**src/design/bsi_pkg.sv**
```systemverilog
// Purpose: shared constants for the bus shutdown and irq config block
// Assumes: apb with 32-bit data, 40 MHz pclk
// Notes: offsets are byte addresses of aligned words
package bsi_pkg;
	localparam logic [7:0] CFG_OFF = 8'h00;
	localparam logic [7:0] RTC_OFF = 8'h04;
	localparam logic [7:0] SEL_A_OFF = 8'h08;
	localparam logic [7:0] SEL_B_OFF = 8'h0c;
	localparam logic [7:0] BITW_OFF = 8'h10;
	localparam logic [7:0] STS_OFF = 8'h14;
	localparam logic [7:0] MASK_OFF = 8'h18;
	localparam int CFG_RT_EN_BIT = 6;
	localparam int CFG_TXO_BIT = 3;
	localparam int CFG_ITYPE_BIT = 2;
	localparam logic [15:0] CFG_WR_MASK = 16'h004c;
	localparam logic [15:0] CFG_RESET = 16'h0000;
	localparam int RTC_INH_A_BIT = 0;
	localparam int RTC_INH_B_BIT = 1;
	localparam int RTC_MANUAL_BIT = 2;
	localparam logic [15:0] RTC_WR_MASK = 16'h0007;
	localparam logic [15:0] RTC_RESET = 16'h0000;
	localparam logic [15:0] SEL_RESET = 16'h0000;
	localparam int N_EV = 3;
	localparam int EV_SHUTDOWN = 0;
	localparam int EV_OVERRIDE = 1;
	localparam int EV_HOST_ACT = 2;
	localparam logic [N_EV-1:0] EV_RESET = 3'h0;
	localparam logic [4:0] MC_SHUTDOWN = 5'h04;
	localparam logic [4:0] MC_OVERRIDE = 5'h05;
	localparam logic [4:0] MC_SEL_SHUTDOWN = 5'h14;
	localparam logic [4:0] MC_SEL_OVERRIDE = 5'h15;
	localparam int CLK_PERIOD_NS = 25;
	localparam int IRQ_PULSE_NS = 1000;
	localparam int ACK_MIN_NS = 250;
	localparam int IRQ_PULSE_CYC_I = IRQ_PULSE_NS / CLK_PERIOD_NS;
	localparam int ACK_MIN_CYC_I = (ACK_MIN_NS + CLK_PERIOD_NS - 1) / CLK_PERIOD_NS;
	localparam logic [7:0] IRQ_PULSE_CYC = 8'(IRQ_PULSE_CYC_I);
	localparam logic [7:0] ACK_MIN_CYC = 8'(ACK_MIN_CYC_I);
	typedef enum logic [1:0] {
		BSI_IRQ_IDLE = 2'b00,
		BSI_IRQ_PULSE = 2'b01,
		BSI_IRQ_HOLD = 2'b10
	} bsi_irq_state_t;
endpackage

```
**src/design/bsi_irq_shaper.sv**
```systemverilog
// Purpose: shapes the active-low interrupt request pin
// Assumes: ack input synchronous to pclk
// Notes: pulse mode retriggers on a new event
`timescale 1ns/1ps
`default_nettype none
module bsi_irq_shaper (
	input wire logic pclk,
	input wire logic presetn,
	input wire logic irq_event,
	input wire logic level_mode,
	input wire logic interrupt_acknowledge_in,
	output logic irq_req_n
);
	localparam int PULSE_LEN = bsi_pkg::IRQ_PULSE_CYC_I;
	bsi_pkg::bsi_irq_state_t state_r, state_nxt;
	logic [7:0] cnt_r, cnt_nxt;
	logic [7:0] ack_cnt_r, ack_cnt_nxt;
	wire ack_done = interrupt_acknowledge_in && (ack_cnt_r >= bsi_pkg::ACK_MIN_CYC - 8'h01);
	wire ack_sat = ack_cnt_r == bsi_pkg::ACK_MIN_CYC;
	assign ack_cnt_nxt = !interrupt_acknowledge_in ? 8'h00 : (ack_sat ? ack_cnt_r : ack_cnt_r + 8'h01);
	always_comb begin
		state_nxt = state_r;
		cnt_nxt = cnt_r;
		case (state_r)
			bsi_pkg::BSI_IRQ_IDLE: begin
				if (irq_event) begin
					state_nxt = level_mode ? bsi_pkg::BSI_IRQ_HOLD : bsi_pkg::BSI_IRQ_PULSE;
					cnt_nxt = bsi_pkg::IRQ_PULSE_CYC - 8'h01;
				end
			end
			bsi_pkg::BSI_IRQ_PULSE: begin
				if (irq_event) begin
					cnt_nxt = bsi_pkg::IRQ_PULSE_CYC - 8'h01;
				end else if (cnt_r == 8'h00) begin
					state_nxt = bsi_pkg::BSI_IRQ_IDLE;
				end else begin
					cnt_nxt = cnt_r - 8'h01;
				end
			end
			bsi_pkg::BSI_IRQ_HOLD: begin
				// a fresh event beats a release in the same cycle
				if (ack_done && !irq_event) begin
					state_nxt = bsi_pkg::BSI_IRQ_IDLE;
				end
			end
			default: begin
				state_nxt = bsi_pkg::BSI_IRQ_IDLE;
			end
		endcase
	end
	always_ff @(posedge pclk or negedge presetn) begin
		if (!presetn) begin
			state_r <= bsi_pkg::BSI_IRQ_IDLE;
			cnt_r <= 8'h00;
			ack_cnt_r <= 8'h00;
		end else begin
			state_r <= state_nxt;
			cnt_r <= cnt_nxt;
			ack_cnt_r <= ack_cnt_nxt;
		end
	end
	assign irq_req_n = state_r == bsi_pkg::BSI_IRQ_IDLE;
	// check helper: cycles since the last event while pulsing, kept apart from cnt_r
	logic [7:0] pulse_age_r;
	always_ff @(posedge pclk or negedge presetn) begin
		if (!presetn) begin
			pulse_age_r <= 8'h00;
		end else if (irq_event) begin
			pulse_age_r <= 8'h01;
		end else if (state_r == bsi_pkg::BSI_IRQ_PULSE) begin
			pulse_age_r <= pulse_age_r + 8'h01;
		end else begin
			pulse_age_r <= 8'h00;
		end
	end
	wire pulse_end = state_r == bsi_pkg::BSI_IRQ_PULSE && pulse_age_r == 8'(PULSE_LEN);
	wire pulse_young = state_r == bsi_pkg::BSI_IRQ_PULSE && pulse_age_r < 8'(PULSE_LEN);
endmodule
`default_nettype wire

```
**src/design/bsi_core.sv**
```systemverilog
// Purpose: bus shutdown handling and irq pin shaping of a remote terminal
// Assumes: apb slave, zero wait, mode commands decoded upstream
// Notes: one mode command per mc_valid pulse
// Behaviour
// transmit-only choice and all inhibits act only while terminal enabled
// transmit-only clear: inhibit or auto shutdown blocks both directions
// transmit-only set: inhibited bus still receives, sends no responses
// terminal executes shutdown and override mode commands by itself
// manual flag set: selected shutdown commands left for host inhibit bits
// manual flag clear: mode data matched to bus select, then applied
// auto shutdown leaves host bits, reports state in top bits of bit word
// pulse mode: each enabled event gives one 1 us low pulse; an event during a pulse restarts the 1 us count instead
// level mode: request pin held low until host acknowledges
// host holds acknowledge at least 250 ns to release request
// config bits 1 and 0 always read zero
// transmit-only and output type bits read/write, zero after reset
`timescale 1ns/1ps
`default_nettype none
module bsi_core #(
	parameter int ADDR_W = 8
) (
	input wire logic pclk,
	input wire logic presetn,
	input wire logic psel,
	input wire logic penable,
	input wire logic pwrite,
	input wire logic [ADDR_W-1:0] paddr,
	input wire logic [31:0] pwdata,
	output logic [31:0] prdata,
	output logic pready,
	output logic pslverr,
	input wire logic mc_valid,
	input wire logic [4:0] mc_code,
	input wire logic mc_bus,
	input wire logic [15:0] mc_data,
	input wire logic interrupt_acknowledge_in,
	output logic [1:0] tx_inhibit,
	output logic [1:0] rx_inhibit,
	output logic irq,
	output logic irq_req_n
);
	logic [15:0] cfg_r, cfg_nxt;
	logic [15:0] rtc_r, rtc_nxt;
	logic [1:0][15:0] sel_r;
	logic [1:0] sd_r;
	logic [bsi_pkg::N_EV-1:0] sts_r, sts_nxt;
	logic [bsi_pkg::N_EV-1:0] mask_r, mask_nxt;
	logic [31:0] prdata_r;

	// apb decode
	wire [7:0] addr8 = paddr[7:0];
	wire setup = psel && !penable;
	wire access = psel && penable;
	wire hit_cfg = addr8 == bsi_pkg::CFG_OFF;
	wire hit_rtc = addr8 == bsi_pkg::RTC_OFF;
	wire hit_sel_a = addr8 == bsi_pkg::SEL_A_OFF;
	wire hit_sel_b = addr8 == bsi_pkg::SEL_B_OFF;
	wire hit_bitw = addr8 == bsi_pkg::BITW_OFF;
	wire hit_sts = addr8 == bsi_pkg::STS_OFF;
	wire hit_mask = addr8 == bsi_pkg::MASK_OFF;
	wire hit_hi = (ADDR_W > 8) ? (paddr >> 8) == '0 : 1'b1;
	wire mapped = hit_hi && (hit_cfg || hit_rtc || hit_sel_a || hit_sel_b
		|| hit_bitw || hit_sts || hit_mask);
	wire wr = access && pwrite && mapped;
	wire wr_cfg = wr && hit_cfg;
	wire wr_rtc = wr && hit_rtc;
	wire [1:0] wr_sel = {wr && hit_sel_b, wr && hit_sel_a};
	wire wr_sts = wr && hit_sts;
	wire wr_mask = wr && hit_mask;

	assign pready = 1'b1;
	assign pslverr = access && !mapped;

	// configuration fields
	wire rt_en = cfg_r[bsi_pkg::CFG_RT_EN_BIT];
	wire txo = cfg_r[bsi_pkg::CFG_TXO_BIT];
	wire level_mode = cfg_r[bsi_pkg::CFG_ITYPE_BIT];
	wire [1:0] host_inh = {rtc_r[bsi_pkg::RTC_INH_B_BIT], rtc_r[bsi_pkg::RTC_INH_A_BIT]};
	wire manual = rtc_r[bsi_pkg::RTC_MANUAL_BIT];

	// only writable bits are stored, so reserved bits read back zero
	assign cfg_nxt = wr_cfg ? (pwdata[15:0] & bsi_pkg::CFG_WR_MASK) : cfg_r;
	assign rtc_nxt = wr_rtc ? (pwdata[15:0] & bsi_pkg::RTC_WR_MASK) : rtc_r;
	assign mask_nxt = wr_mask ? pwdata[bsi_pkg::N_EV-1:0] : mask_r;

	// mode command classification
	wire mc_ok = mc_valid && rt_en;
	wire mc4 = mc_ok && mc_code == bsi_pkg::MC_SHUTDOWN;
	wire mc5 = mc_ok && mc_code == bsi_pkg::MC_OVERRIDE;
	wire mc20 = mc_ok && mc_code == bsi_pkg::MC_SEL_SHUTDOWN;
	wire mc21 = mc_ok && mc_code == bsi_pkg::MC_SEL_OVERRIDE;
	wire [1:0] sd_set;
	wire [1:0] sd_clr;
	wire [1:0] sd_tx;
	wire [1:0] sd_rx;

	generate
		for (genvar i = 0; i < 2; i++) begin : g_bus
			wire other = mc_bus != 1'(i);
			wire match = mc_data == sel_r[i];
			// mc4/mc5 hit the bus the command did not arrive on
			assign sd_set[i] = (mc4 && other) || (mc20 && !manual && match);
			assign sd_clr[i] = (mc5 && other) || (mc21 && !manual && match);
			wire inh = host_inh[i] || sd_r[i];
			assign tx_inhibit[i] = rt_en && inh;
			assign rx_inhibit[i] = rt_en && inh && !txo;
			assign sd_tx[i] = rt_en && sd_r[i];
			assign sd_rx[i] = rt_en && sd_r[i] && !txo;
			always_ff @(posedge pclk or negedge presetn) begin
				if (!presetn) begin
					sd_r[i] <= 1'b0;
					sel_r[i] <= bsi_pkg::SEL_RESET;
				end else begin
					// shutdown state is kept apart from the host inhibit bits
					if (sd_set[i]) begin
						sd_r[i] <= 1'b1;
					end else if (sd_clr[i]) begin
						sd_r[i] <= 1'b0;
					end
					if (wr_sel[i]) begin
						sel_r[i] <= pwdata[15:0];
					end
				end
			end
		end
	endgenerate

	// status top bits: tx a, rx a, tx b, rx b
	wire [15:0] bitw = {sd_tx[0], sd_rx[0], sd_tx[1], sd_rx[1], 12'h000};

	// events, set wins over a same-cycle write-one-to-clear
	wire [bsi_pkg::N_EV-1:0] ev;
	assign ev[bsi_pkg::EV_SHUTDOWN] = |sd_set;
	assign ev[bsi_pkg::EV_OVERRIDE] = |sd_clr;
	assign ev[bsi_pkg::EV_HOST_ACT] = manual && (mc20 || mc21);
	wire [bsi_pkg::N_EV-1:0] sts_clr = wr_sts ? pwdata[bsi_pkg::N_EV-1:0] : '0;
	assign sts_nxt = (sts_r & ~sts_clr) | ev;
	assign irq = |(sts_r & mask_r);
	wire irq_event = |(ev & mask_r);

	// read data is captured in setup so prdata comes from a flop
	wire [15:0] rd16 = hit_cfg ? cfg_r
		: hit_rtc ? rtc_r
		: hit_sel_a ? sel_r[0]
		: hit_sel_b ? sel_r[1]
		: hit_bitw ? bitw
		: hit_sts ? 16'(sts_r)
		: hit_mask ? 16'(mask_r)
		: 16'h0000;
	wire [31:0] rd_mux = (mapped && !pwrite) ? {16'h0000, rd16} : 32'h0000_0000;
	assign prdata = prdata_r;

	always_ff @(posedge pclk or negedge presetn) begin
		if (!presetn) begin
			cfg_r <= bsi_pkg::CFG_RESET;
			rtc_r <= bsi_pkg::RTC_RESET;
			sts_r <= bsi_pkg::EV_RESET;
			mask_r <= bsi_pkg::EV_RESET;
			prdata_r <= 32'h0000_0000;
		end else begin
			cfg_r <= cfg_nxt;
			rtc_r <= rtc_nxt;
			sts_r <= sts_nxt;
			mask_r <= mask_nxt;
			if (setup) begin
				prdata_r <= rd_mux;
			end
		end
	end

	bsi_irq_shaper u_irq (
		.pclk(pclk),
		.presetn(presetn),
		.irq_event(irq_event),
		.level_mode(level_mode),
		.interrupt_acknowledge_in(interrupt_acknowledge_in),
		.irq_req_n(irq_req_n)
	);
endmodule
`default_nettype wire

```
**config.mk**
```make
export PLATFORM = sky130hd
export DESIGN_NAME = bsi_core
export DESIGN_NICKNAME = d
export VERILOG_FILES = /design/src/design/bsi_pkg.sv /design/src/design/bsi_irq_shaper.sv /design/src/design/bsi_core.sv
export SDC_FILE = /design/constraint.sdc
export NUM_CORES = 1
export LEC_CHECK = 0
export BUFFER_PORTS_ARGS = -buffer_cell sky130_fd_sc_hd__buf_2
export CORE_MARGIN = 4
export CORE_UTILIZATION = 48
export DETAILED_ROUTE_END_ITERATION = 12
export GPL_TIMING_DRIVEN = 0
export PLACE_DENSITY = 0.82
export REMOVE_ABC_BUFFERS = 1
export SETUP_SLACK_MARGIN = 0.02
export SLEW_MARGIN = 10
export SYNTH_ARGS = -nofsm -noshare
export SYNTH_HDL_FRONTEND = slang
export SYNTH_SLANG_ARGS = --single-unit
```
**constraint.sdc**
```tcl
create_clock -name pclk -period 1.9 [get_ports pclk]
set_clock_uncertainty 0.2 [all_clocks]
set_input_delay 0 -clock pclk [delete_from_list [all_inputs] [get_ports pclk]]
set_output_delay 0 -clock pclk [all_outputs]
set_load 0.02 [all_outputs]
```
## Yosys cells after proc, flatten, opt, wreduce, memory -nomap -nowiden

Index checks and enable logic that the tools add are counted.

- Bits in registers: 96
- Latch bits: 0
- RAM bits: 0
- ROM bits: 0
- Bits of input ports: 69
- Output and inout port bits: 40
- Word-level logic and storage cells: 136
- Memories: 0

- Add/sub/neg operators: 2
- $mul: 0
- Divide/modulo/power cells: 0
- Magnitude comparators: 1
- Equality and inequality tests: 21
- Shift operators: 0
- Mux-type cells: 25
- Bitwise logic cells: 6
- Reductions and logical operators: 69

Operators with widths:

| cell | number |
|---|---|
| two-way mux 16 bit | 6 |
| two-way mux 8 bit | 5 |
| logical AND 1 bit | 38 |
| equality test 16 bit | 2 |
| equality test 8 x 4 -> 1 bit (second input constant) | 3 |
| equality test 8 x 5 -> 1 bit (second input constant) | 3 |
| zero test 8 bit | 2 |
| one-hot mux 8 bit (2 select lines) | 1 |
| logical OR 1 bit | 13 |
| equality test 5 x 3 -> 1 bit (second input constant) | 2 |
| equality test 5 bit (second input constant) | 2 |
| two-way mux 2 bit | 5 |
| AND 3 bit | 3 |
| two-way mux 3 bit | 3 |
| adder 8 x 1 -> 8 bit (second input constant) | 1 |
| equality test 8 x 3 -> 1 bit (second input constant) | 1 |
| greater-or-equal comparator 8 x 4 -> 1 bit (second input constant) | 1 |
| subtractor 8 x 1 -> 8 bit (second input constant) | 1 |
| zero test 1 bit | 6 |
| inequality test 2 x 1 -> 1 bit (second input constant) | 3 |
| one-hot mux 2 bit (3 select lines) | 1 |
| nonzero test 2 bit | 3 |
| OR reduction 3 bit | 2 |
| two-way mux 1 bit | 4 |
| 11 further kinds | 13 |

## Longest topological paths before layout

Gate-level depths: netlist (run 1).

- Depth in word-level cells: 13
- Depth in mapped cells: 7
- Gate-level depth less buffers: 7

## By module

A second synthesis (run 1) with hierarchy kept.

- Cells, all modules: 419
- Area total of the unflattened synthesis: 4,514.3 µm²

By module, submodules not included:

| module | times used | cells each | area each (µm²) | sequential area each (µm²) |
|---|---|---|---|---|
| bsi_core | 1 | 311 | 3,475.8 | 1,551.5 |
| bsi_irq_shaper | 1 | 108 | 1,038.5 | 450.4 |

## Worst setup path after synthesis (run 1)

No wires, ideal clock.

- Path kind: register -> register
- Start: reg sel_r[9] (netlist name)
- End: reg u_irq.cnt_r[3]
- Library setup time: 119 ps
- Arrival time: 1,725 ps
- Data required time: 1,581 ps
- Setup slack: -144 ps
- Cell stages (with the launch flop): 8
- Path buffers: 0
- Period minus slack after synthesis: 2,044 ps
- Cells stage by stage: dfrtp_1 xor2_1 nor4_1 nand4_1 and2_4 o31ai_4 nor2_2 o21a_1

- Cells in the longest elaborated chain, start to end: 8
- Elaborated cells on any way between the ends: 14
- Those cells by class: 3 x eq/ne; 2 x mux; 1 x bitwise; 8 x reduce/logical

RTL lines:

| item | line | text |
|---|---|---|
| from (decl) | bsi_core.sv:44 | `logic [1:0][15:0] sel_r;` |
| from (signal, indexed assignment) | bsi_core.sv:112 | `sel_r[i] <= bsi_pkg::SEL_RESET;` |
| from (signal, indexed assignment) | bsi_core.sv:121 | `sel_r[i] <= pwdata[15:0];` |
| equality test 16 bit * | bsi_core.sv:100 | `wire match = mc_data == sel_r[i];` |
| logical AND 1 bit (on tied branches) | bsi_core.sv:102, bsi_core.sv:103 |  |
| logical OR 1 bit (on tied branches) | bsi_core.sv:102, bsi_core.sv:103 |  |
| OR reduction 2 bit (on tied branches) | bsi_core.sv:133, bsi_core.sv:134 |  |
| AND 3 bit * | bsi_core.sv:139 | `wire irq_event = \|(ev & mask_r);` |
| OR reduction 3 bit * | bsi_core.sv:139 |  |
| inequality test 3 x 2 -> 1 bit (no line), or another cell as far along | - |  |
| AND reduction 3 bit (no line) or one-hot mux 8 bit (2 select lines) (tied branches) | - |  |
| to (signal assigned) | bsi_irq_shaper.sv:58 | `cnt_r <= cnt_nxt;` |
| to (decl) | bsi_irq_shaper.sv:16 | `logic [7:0] cnt_r, cnt_nxt;` |

Mark *: on every way between the ends. The rest lies on a longest branch, timed or not.
A chain may end at the register's enable or synchronous reset.

## Worst setup path in the final report (run 1)

- Start: reg sel_r[6] (netlist name)
- End: reg u_irq.state_r[0]

- Cells in the longest elaborated chain, start to end: 10
- Elaborated cells on any way between the ends: 15
- Those cells by class: 4 x eq/ne; 1 x bitwise; 10 x reduce/logical

RTL lines:

| item | line | text |
|---|---|---|
| equality test 16 bit * | bsi_core.sv:100 |  |
| logical AND 1 bit (on tied branches) | bsi_core.sv:102, bsi_core.sv:103 |  |
| logical OR 1 bit (on tied branches) | bsi_core.sv:102, bsi_core.sv:103 |  |
| OR reduction 2 bit (on tied branches) | bsi_core.sv:133, bsi_core.sv:134 |  |
| AND 3 bit * | bsi_core.sv:139 |  |
| OR reduction 3 bit * | bsi_core.sv:139 |  |
| zero test 1 bit | bsi_irq_shaper.sv:42 | `if (ack_done && !irq_event) begin` |
| logical AND 1 bit | bsi_irq_shaper.sv:42 |  |
| inequality test 2 x 1 -> 1 bit (no line) | - |  |
| AND reduction 4 bit (no line) * | - |  |
| to (signal assigned) | bsi_irq_shaper.sv:53 | `state_r <= bsi_pkg::BSI_IRQ_IDLE;` |
| to (signal assigned) | bsi_irq_shaper.sv:57 | `state_r <= state_nxt;` |
| to (decl) | bsi_irq_shaper.sv:15 | `bsi_pkg::bsi_irq_state_t state_r, state_nxt;` |

Marks and branches as above.

==> impl_metrics.csv, run 1 <==
group,metric,value,unit
worst_setup_path,critPathKind,"flip-flop to flip-flop",
timing,relSlewSlack,44.2,%
pwr,power,3.19,mW
pwr,intPower,2.35,mW
pwr,p_seq_share,53.9,%
synthesis,synth_mux_area_share,11.9,%
timing,hold_violations,0,
worst_setup_path,cp-start-kind,"flip-flop",
die,die_h,103,microns
global_routing,grt_overflow,0,
finish,diodes,0,
synthesis,synth-edff-count,0,
synthesis,synth_ff_type,"dfrtp_1",
synthesis,synth_compound_area_share,11.6,%
clock_network,path_clk_slew,90,ps
synthesis,synth_area_per_cell,10.6,sq um
worst_setup_path,reg2reg_slack,-550,ps
placed_design,dp_cells,582,
synthesis,synth_most_common_cell,"dfrtp_1",
clock_network,htree_levels,3,
flow_run,maxCapViolations,0,
clock_network,root_buffer,"clkbuf_8",
timing,slew_violations,0,
drt,drc,0,
die,ios,109,
clock_network,cts_max_path_buffers,2,
drt,dr_total_vias,3684,
pwr,power.density,577,mW/mm^2
drt,first_pass_iters,7,
drt,ant_nets,0,
pwr,swShare,26.2,%
clock_network,clk_latency,350,ps
finish,final_area,0.00552,sq mm
finish,drive_gt1_share,29.1,%
die,die-width,103,microns
timing,finalSetupViolCount,14,
run_status,violations,"setup timing",
die,start_util,49.4,%
global_routing,grt_pass1_vias,3606,
timing,min_period,2450,ps
synthesis,synthTopCellsByArea,"dfrtp_1 46%, xor2_1 7.5%, mux2_1 6.0%",
pwr,p_comb_share,9.6,%
synthesis,ys_seq_elements,80,
timing,period_share,129,%
finish,nNetsFinal,607,
drt,wl,11200,microns
synthesis,synth_cell_types,50,
synthesis,synthArstFlopShare,100,%
global_routing,antenna_found_initial,0,
global_routing,grt_usage,21.5,%
worst_setup_path,r2r_start,"sel_r[6]",
global_routing,grt_start_max_net_pins,68,
worst_setup_path,critPathMaxFanout,7,
timing,finalSetupTns,-5790,ps
synthesis,netlist_area,0.00433,sq mm
pwr,switchingPower,0.833,mW
clock_network,cts_tree,"built",
die,die-area,0.0106,sq mm
timing,worstMarginPinSlew,837,ps
drt,drtIter0Drc,349,
synthesis,synth_xor_area_share,8.69,%
die,fp-row-count,34,
synthesis,ys_seq_area_share,46.2,%
finish,finish.utilization,62.9,%
finish,finalNonFillerCells,645,
finish,fillers,656,
pwr,ir_worst_vdd,0.415,mV
synthesis,synth_simple_gate_area_share,15.1,%
placed_design,hpwl,7390,microns
run_status,status,"finished with violations",
placed_design,placed_cell_area,0.00477,sq mm
worst_hold_path,hold_class,"primary input to asynchronous set/reset pin",
worst_setup_path,endpoint_kind,"flip-flop",
placed_design,place_congestion,0.858,
synthesis,yosys.area.top_type_share,46.2,%
worst_setup_path,r2r-end,"u_irq.state_r[0]",
synthesis,synthCells,410,
drt,routedWlPerCell,17.4,microns
timing,fmax,0.408,GHz
synthesis,yosys_warnings,0,
clock_network,clock_sinks,80,
placed_design,port_buffers,75,
global_routing,grt_first_pass_wirelength,17700,microns
synthesis,synth_top_family_by_area,"simple AND/OR/NAND/NOR gates",
synthesis,synth_adder_area_share,1.73,%
die,core_area,0.00876,sq mm
synthesis,netlist_top_cells_count,"80 x dfrtp_1, 39 x nand2_1, 37 x xor2_1, 23 x mux2_1",
timing,rsz0062_at_grt,"yes",
synthesis,synth_largest_area_cell,"dfrtp_1",
worst_setup_path,crit_required,1960,ps
worst_setup_path,arrival,2510,ps
placed_design,place_ws,-1000,ps
clock_network,cts_buffers,9,
worst_setup_path,ff2ff_path_depth,8,
drt,drt-vias-per-instance,5.71,
pwr,leakage,2.74,nW
pwr,clkPwrFrac,36.5,%
finish,syn2layout_area_growth,27.4,%
timing,fin_ws,-552,ps
timing,hold_ws,11.1,ps
placed cells by master (no fill, tap or decap), types with 3 or more instances in the layout:
cell type and n:
a21oi_1 6, nand3_1 10, o21ai_0 20, and2_1 7
and3_1 4, o21a_1 6, o21ai_1 4, dlygate4sd3_1 31
nor2_2 3, inv_1 7, a222oi_1 5, nor4_1 5
nor2_1 10, clkbuf_8 10, buf_2 74, nor4_2 6
ha_1 6, buf_4 16, nand2b_1 4, a22oi_1 11
clkinv_4 3, mux2_1 23, xnor2_1 6, or3_1 4
nand4_1 3, mux2_2 22, o31ai_1 5, nor3_1 8
dfrtp_1 79, xor2_1 37, nor2b_1 9, nand2_1 36
conb_1 17
cell type report:
class | instances | area [sq um] | share of cell area (%)
sequential | 80 | 2000 | 36.3
clock buffer | 11 | 141 | 2.56
timing repair buffer | 124 | 851 | 15.4
clock inverter | 5 | 40.0 | 0.726
multi-input combinational | 310 | 2320 | 42.1
tap | 108 | 135 | 2.45
inverter | 7 | 26.3 | 0.476
what timing repair did:
item / 4_1_cts / 5_1_grt
resized for setup: 17 / 14
pin swaps: 16 / 6
setup buffers: 10 / 6
endpoints found under the hold margin: 140 / 0
setup endpoints to repair: 35 / 41
hold buffers: 31 / 0
logic make-up after synthesis:
logic type | Yosys count
adders and majority gates | 6
xor gates and xnor gates | 43
DFF | 80
other | 2
muxes | 46
AOI/OAI and AO/OA | 72
buffers and inverters | 35
and+or+nand+nor | 126
power by group through the flow:
stage               registers (mW)  logic, mW  clock network (mW)
floorplan                     1.75     0.0950                   0
global placement              1.75      0.227                   0
detailed placement            1.75      0.244                   0
CTS                           1.72      0.301                1.18
global route                  1.72      0.337                1.25
finish                        1.72      0.306                1.16
worst max-delay path, stage by stage, from the launching register on:
cell and delay (ps):
dfrtp_1 410, xor2_1 180, nor4_2 370, nand4_1 240, and2_4 260, o31ai_4 220
buf_4 180, nor2_4 60, o31ai_1 250
registers in the layout, summed over array words and instances, names as in the netlist:
register / flops
mask_r: 3
sts_r: 3
sel_r: 32
u_irq.cnt_r: 8
cfg_r: 3
sd_r: 2
u_irq.state_r: 2
u_irq.ack_cnt_r: 8
prdata: 16
rtc_r: 3
per-layer routing:
layer	vias up	share of wire [%]	GRT usage, %
li1	1676	-	-
met1	1826	41	27.5
met2	162	50	35.5
met3	20	7.3	3.92
met4	0	1.7	9.96
met5	-	0	0
how the worst max path moves through the flow:
stage	startpoint	to	slack, ps	cells after the start
floorplan	paddr[5]	sel_r[10]	-490	5
global placement	paddr[5]	sel_r[9]	-1740	6
detailed placement	paddr[5]	sel_r[22]	-1000	6
CTS	sel_r[26]	u_irq.cnt_r[1]	-490	9
global route	sel_r[6]	u_irq.cnt_r[1]	-590	9
finish	sel_r[6]	u_irq.state_r[0]	-550	8
Power figures use the tool's default switching activity.
==> run 2: changes to the inputs <==
CTS_BUF_LIST = sky130_fd_sc_hd__clkbuf_8 sky130_fd_sc_hd__clkbuf_16   (was unset)
==> run 2 against run 1 <==
Effect of this change: the flow still finishes with violations (setup timing); largest cell class unchanged; critical path type unchanged; maximum frequency about the same; global-route usage is the same; combinational power barely moved; critical endpoint unchanged; sequential power about the same; total power shrank 0.17%; via count decreased by 0.52%.
==> impl_metrics.csv, run 2 (same netlist as run 1, synthesis figures left out) <==
group,metric,value,unit
timing,slew_violations,0,
global_routing,grt_overflow,0,
pwr,power.density,576,mW/mm^2
global_routing,grt_pass1_vias,3606,
clock_network,cts_tree,"built",
run_status,status,"finished with violations",
die,die-area,0.0106,sq mm
worst_setup_path,critPathMaxFanout,7,
clock_network,root_buffer,"clkbuf_8",
finish,syn2layout_area_growth,27.4,%
clock_network,htree_levels,3,
finish,diodes,0,
finish,final_area,0.00552,sq mm
finish,finish.utilization,62.9,%
finish,mostFrequentLayoutCells,"79 x dfrtp_1, 74 x buf_2, 37 x xor2_1",
global_routing,grt_first_pass_wirelength,17700,microns
worst_setup_path,crit_required,1960,ps
clock_network,clock_sinks,80,
drt,drtIter0Drc,321,
die,die_h,103,microns
finish,layout_commonest_cell,"dfrtp_1",
timing,fmax,0.408,GHz
finish,largest_reg_flops,32,
pwr,p_comb_share,9.6,%
worst_hold_path,hold_class,"primary input to asynchronous set/reset pin",
timing,hold_violations,0,
worst_setup_path,endpoint_kind,"flip-flop",
timing,relSlewSlack,44.7,%
worst_setup_path,max_stage_delay,410,ps
pwr,intPower,2.35,mW
clock_network,cts_max_path_buffers,2,
timing,period_share,129,%
pwr,ir_worst_vdd,0.419,mV
drt,dr_total_vias,3665,
die,fp-row-count,34,
die,start_util,49.4,%
worst_setup_path,critPathKind,"flip-flop to flip-flop",
drt,drt-vias-per-instance,5.68,
drt,wl_met1,4560,microns
clock_network,path_clk_slew,90,ps
timing,min_period,2450,ps
drt,first_pass_iters,6,
worst_setup_path,cp-start-kind,"flip-flop",
finish,top_register,"sel_r",
finish,drive_gt1_share,29.1,%
pwr,clkPwrFrac,36.4,%
pwr,switchingPower,0.833,mW
drt,top_layer,"met4",
timing,worstMarginPinSlew,830,ps
drt,wl,11200,microns
clock_network,clk_latency,350,ps
finish,nNetsFinal,607,
global_routing,grt_usage,21.5,%
placed_design,place_ws,-1000,ps
worst_setup_path,crit_chain,"xor2_1, nor4_2, nand4_1, and2_4, o31ai_4, buf_4, nor2_4, o31ai_1",
timing,rsz0062_at_grt,"yes",
placed_design,place_congestion,0.858,
run_status,violations,"setup timing",
drt,dr_wl_met3,795,microns
die,die-width,103,microns
die,core_area,0.00876,sq mm
die,ios,109,
global_routing,grt_start_max_net_pins,68,
pwr,swShare,26.2,%
drt,routedWlPerCell,17.4,microns
worst_setup_path,ff2ff_path_depth,8,
pwr,leakage,2.75,nW
placed_design,port_buffers,75,
pwr,p_seq_share,54.0,%
placed_design,placed_cell_area,0.00477,sq mm
flow_run,maxCapViolations,0,
global_routing,antenna_found_initial,0,
pwr,power,3.18,mW
drt,ant_nets,0,
worst_setup_path,cpMaxStageDelayCell,"dfrtp_1",
placed_design,hpwl,7390,microns
drt,drc,0,
worst_setup_path,arrival,2510,ps
timing,fin_ws,-551,ps
clock_network,cts_buffers,9,
timing,finalSetupViolCount,14,
drt,met2_length,5650,microns
run 2: cell types whose count changed in the layout (fill, tap and decap cells not counted), sizes merged:
cell,change
clkbuf,-1
inv,+1
run 2: per-stage QoR:
step / hold WS, ps / setup TNS [ps] / instances
after global routing: 45.5 / -6480 / 645
after global placement: 25.4 / -57260 / 580
after detailed placement: -332 / -29860 / 582
after floorplan: -496 / -10440 / 397
final: 17.9 / -5780 / 645
after CTS: 15.9 / -4440 / 639
run 2: per-layer routing:
metal | track usage, % | vias to the layer above
met4 | 9.96 | 0
met1 | 27.5 | 1811
li1 | - | 1676
met2 | 35.5 | 162
met3 | 3.92 | 16
met5 | 0 | -
run 2: worst paths after layout:
| kind | end | from | slack (ps) |
|---|---|---|---|
| setup / recovery | u_irq.state_r[0] | sel_r[6] | -550 |
| hold / removal | sel_r[11] | presetn | 20 |
| setup reg to reg | u_irq.state_r[0] | sel_r[6] | -550 |
| hold reg to reg | prdata[5] | prdata[5] | 280 |
| max in group asynchronous | prdata[7] | presetn | 560 |
| min in group pclk | sts_r[2] | mc_valid | 20 |
run 2: power groups by stage:
| stage | Clock (mW) | Combinational, mW | Sequential [mW] |
|---|---|---|---|
| 6_report | 1.16 | 0.306 | 1.72 |
| 3_5_place_dp | 0 | 0.244 | 1.75 |
| 4_1_cts | 1.17 | 0.301 | 1.72 |
| 2_1_floorplan | 0 | 0.0950 | 1.75 |
| 3_3_place_gp | 0 | 0.227 | 1.75 |
| 5_1_grt | 1.24 | 0.337 | 1.72 |
run 2: cell type report:
type / instances / area (sq um)
inverters: 7 / 26.3
fillers: 656 / 3250
well taps: 108 / 135
clock inverters: 6 / 43.8
flip-flops and latches: 80 / 2000
clock buffers: 10 / 138
repair buffers: 124 / 851
multi-input cells: 310 / 2320
run 2: repair_timing:
| item | in CTS | in global routing |
|---|---|---|
| endpoints found under the hold margin | 140 | 0 |
| setup endpoints to repair | 35 | 41 |
| setup buffers | 10 | 6 |
| hold buffers | 31 | 0 |
| pin swaps | 16 | 6 |
| resized for setup | 17 | 14 |
| gates cloned | 0 | 0 |
run 2: critical path: cells and delay by family (launching register included):
kind | cells | cell delay, ps
simple gates | 4 | 920
xor+xnor | 1 | 180
compound gates | 2 | 470
buf+inv | 1 | 180
flops | 1 | 410
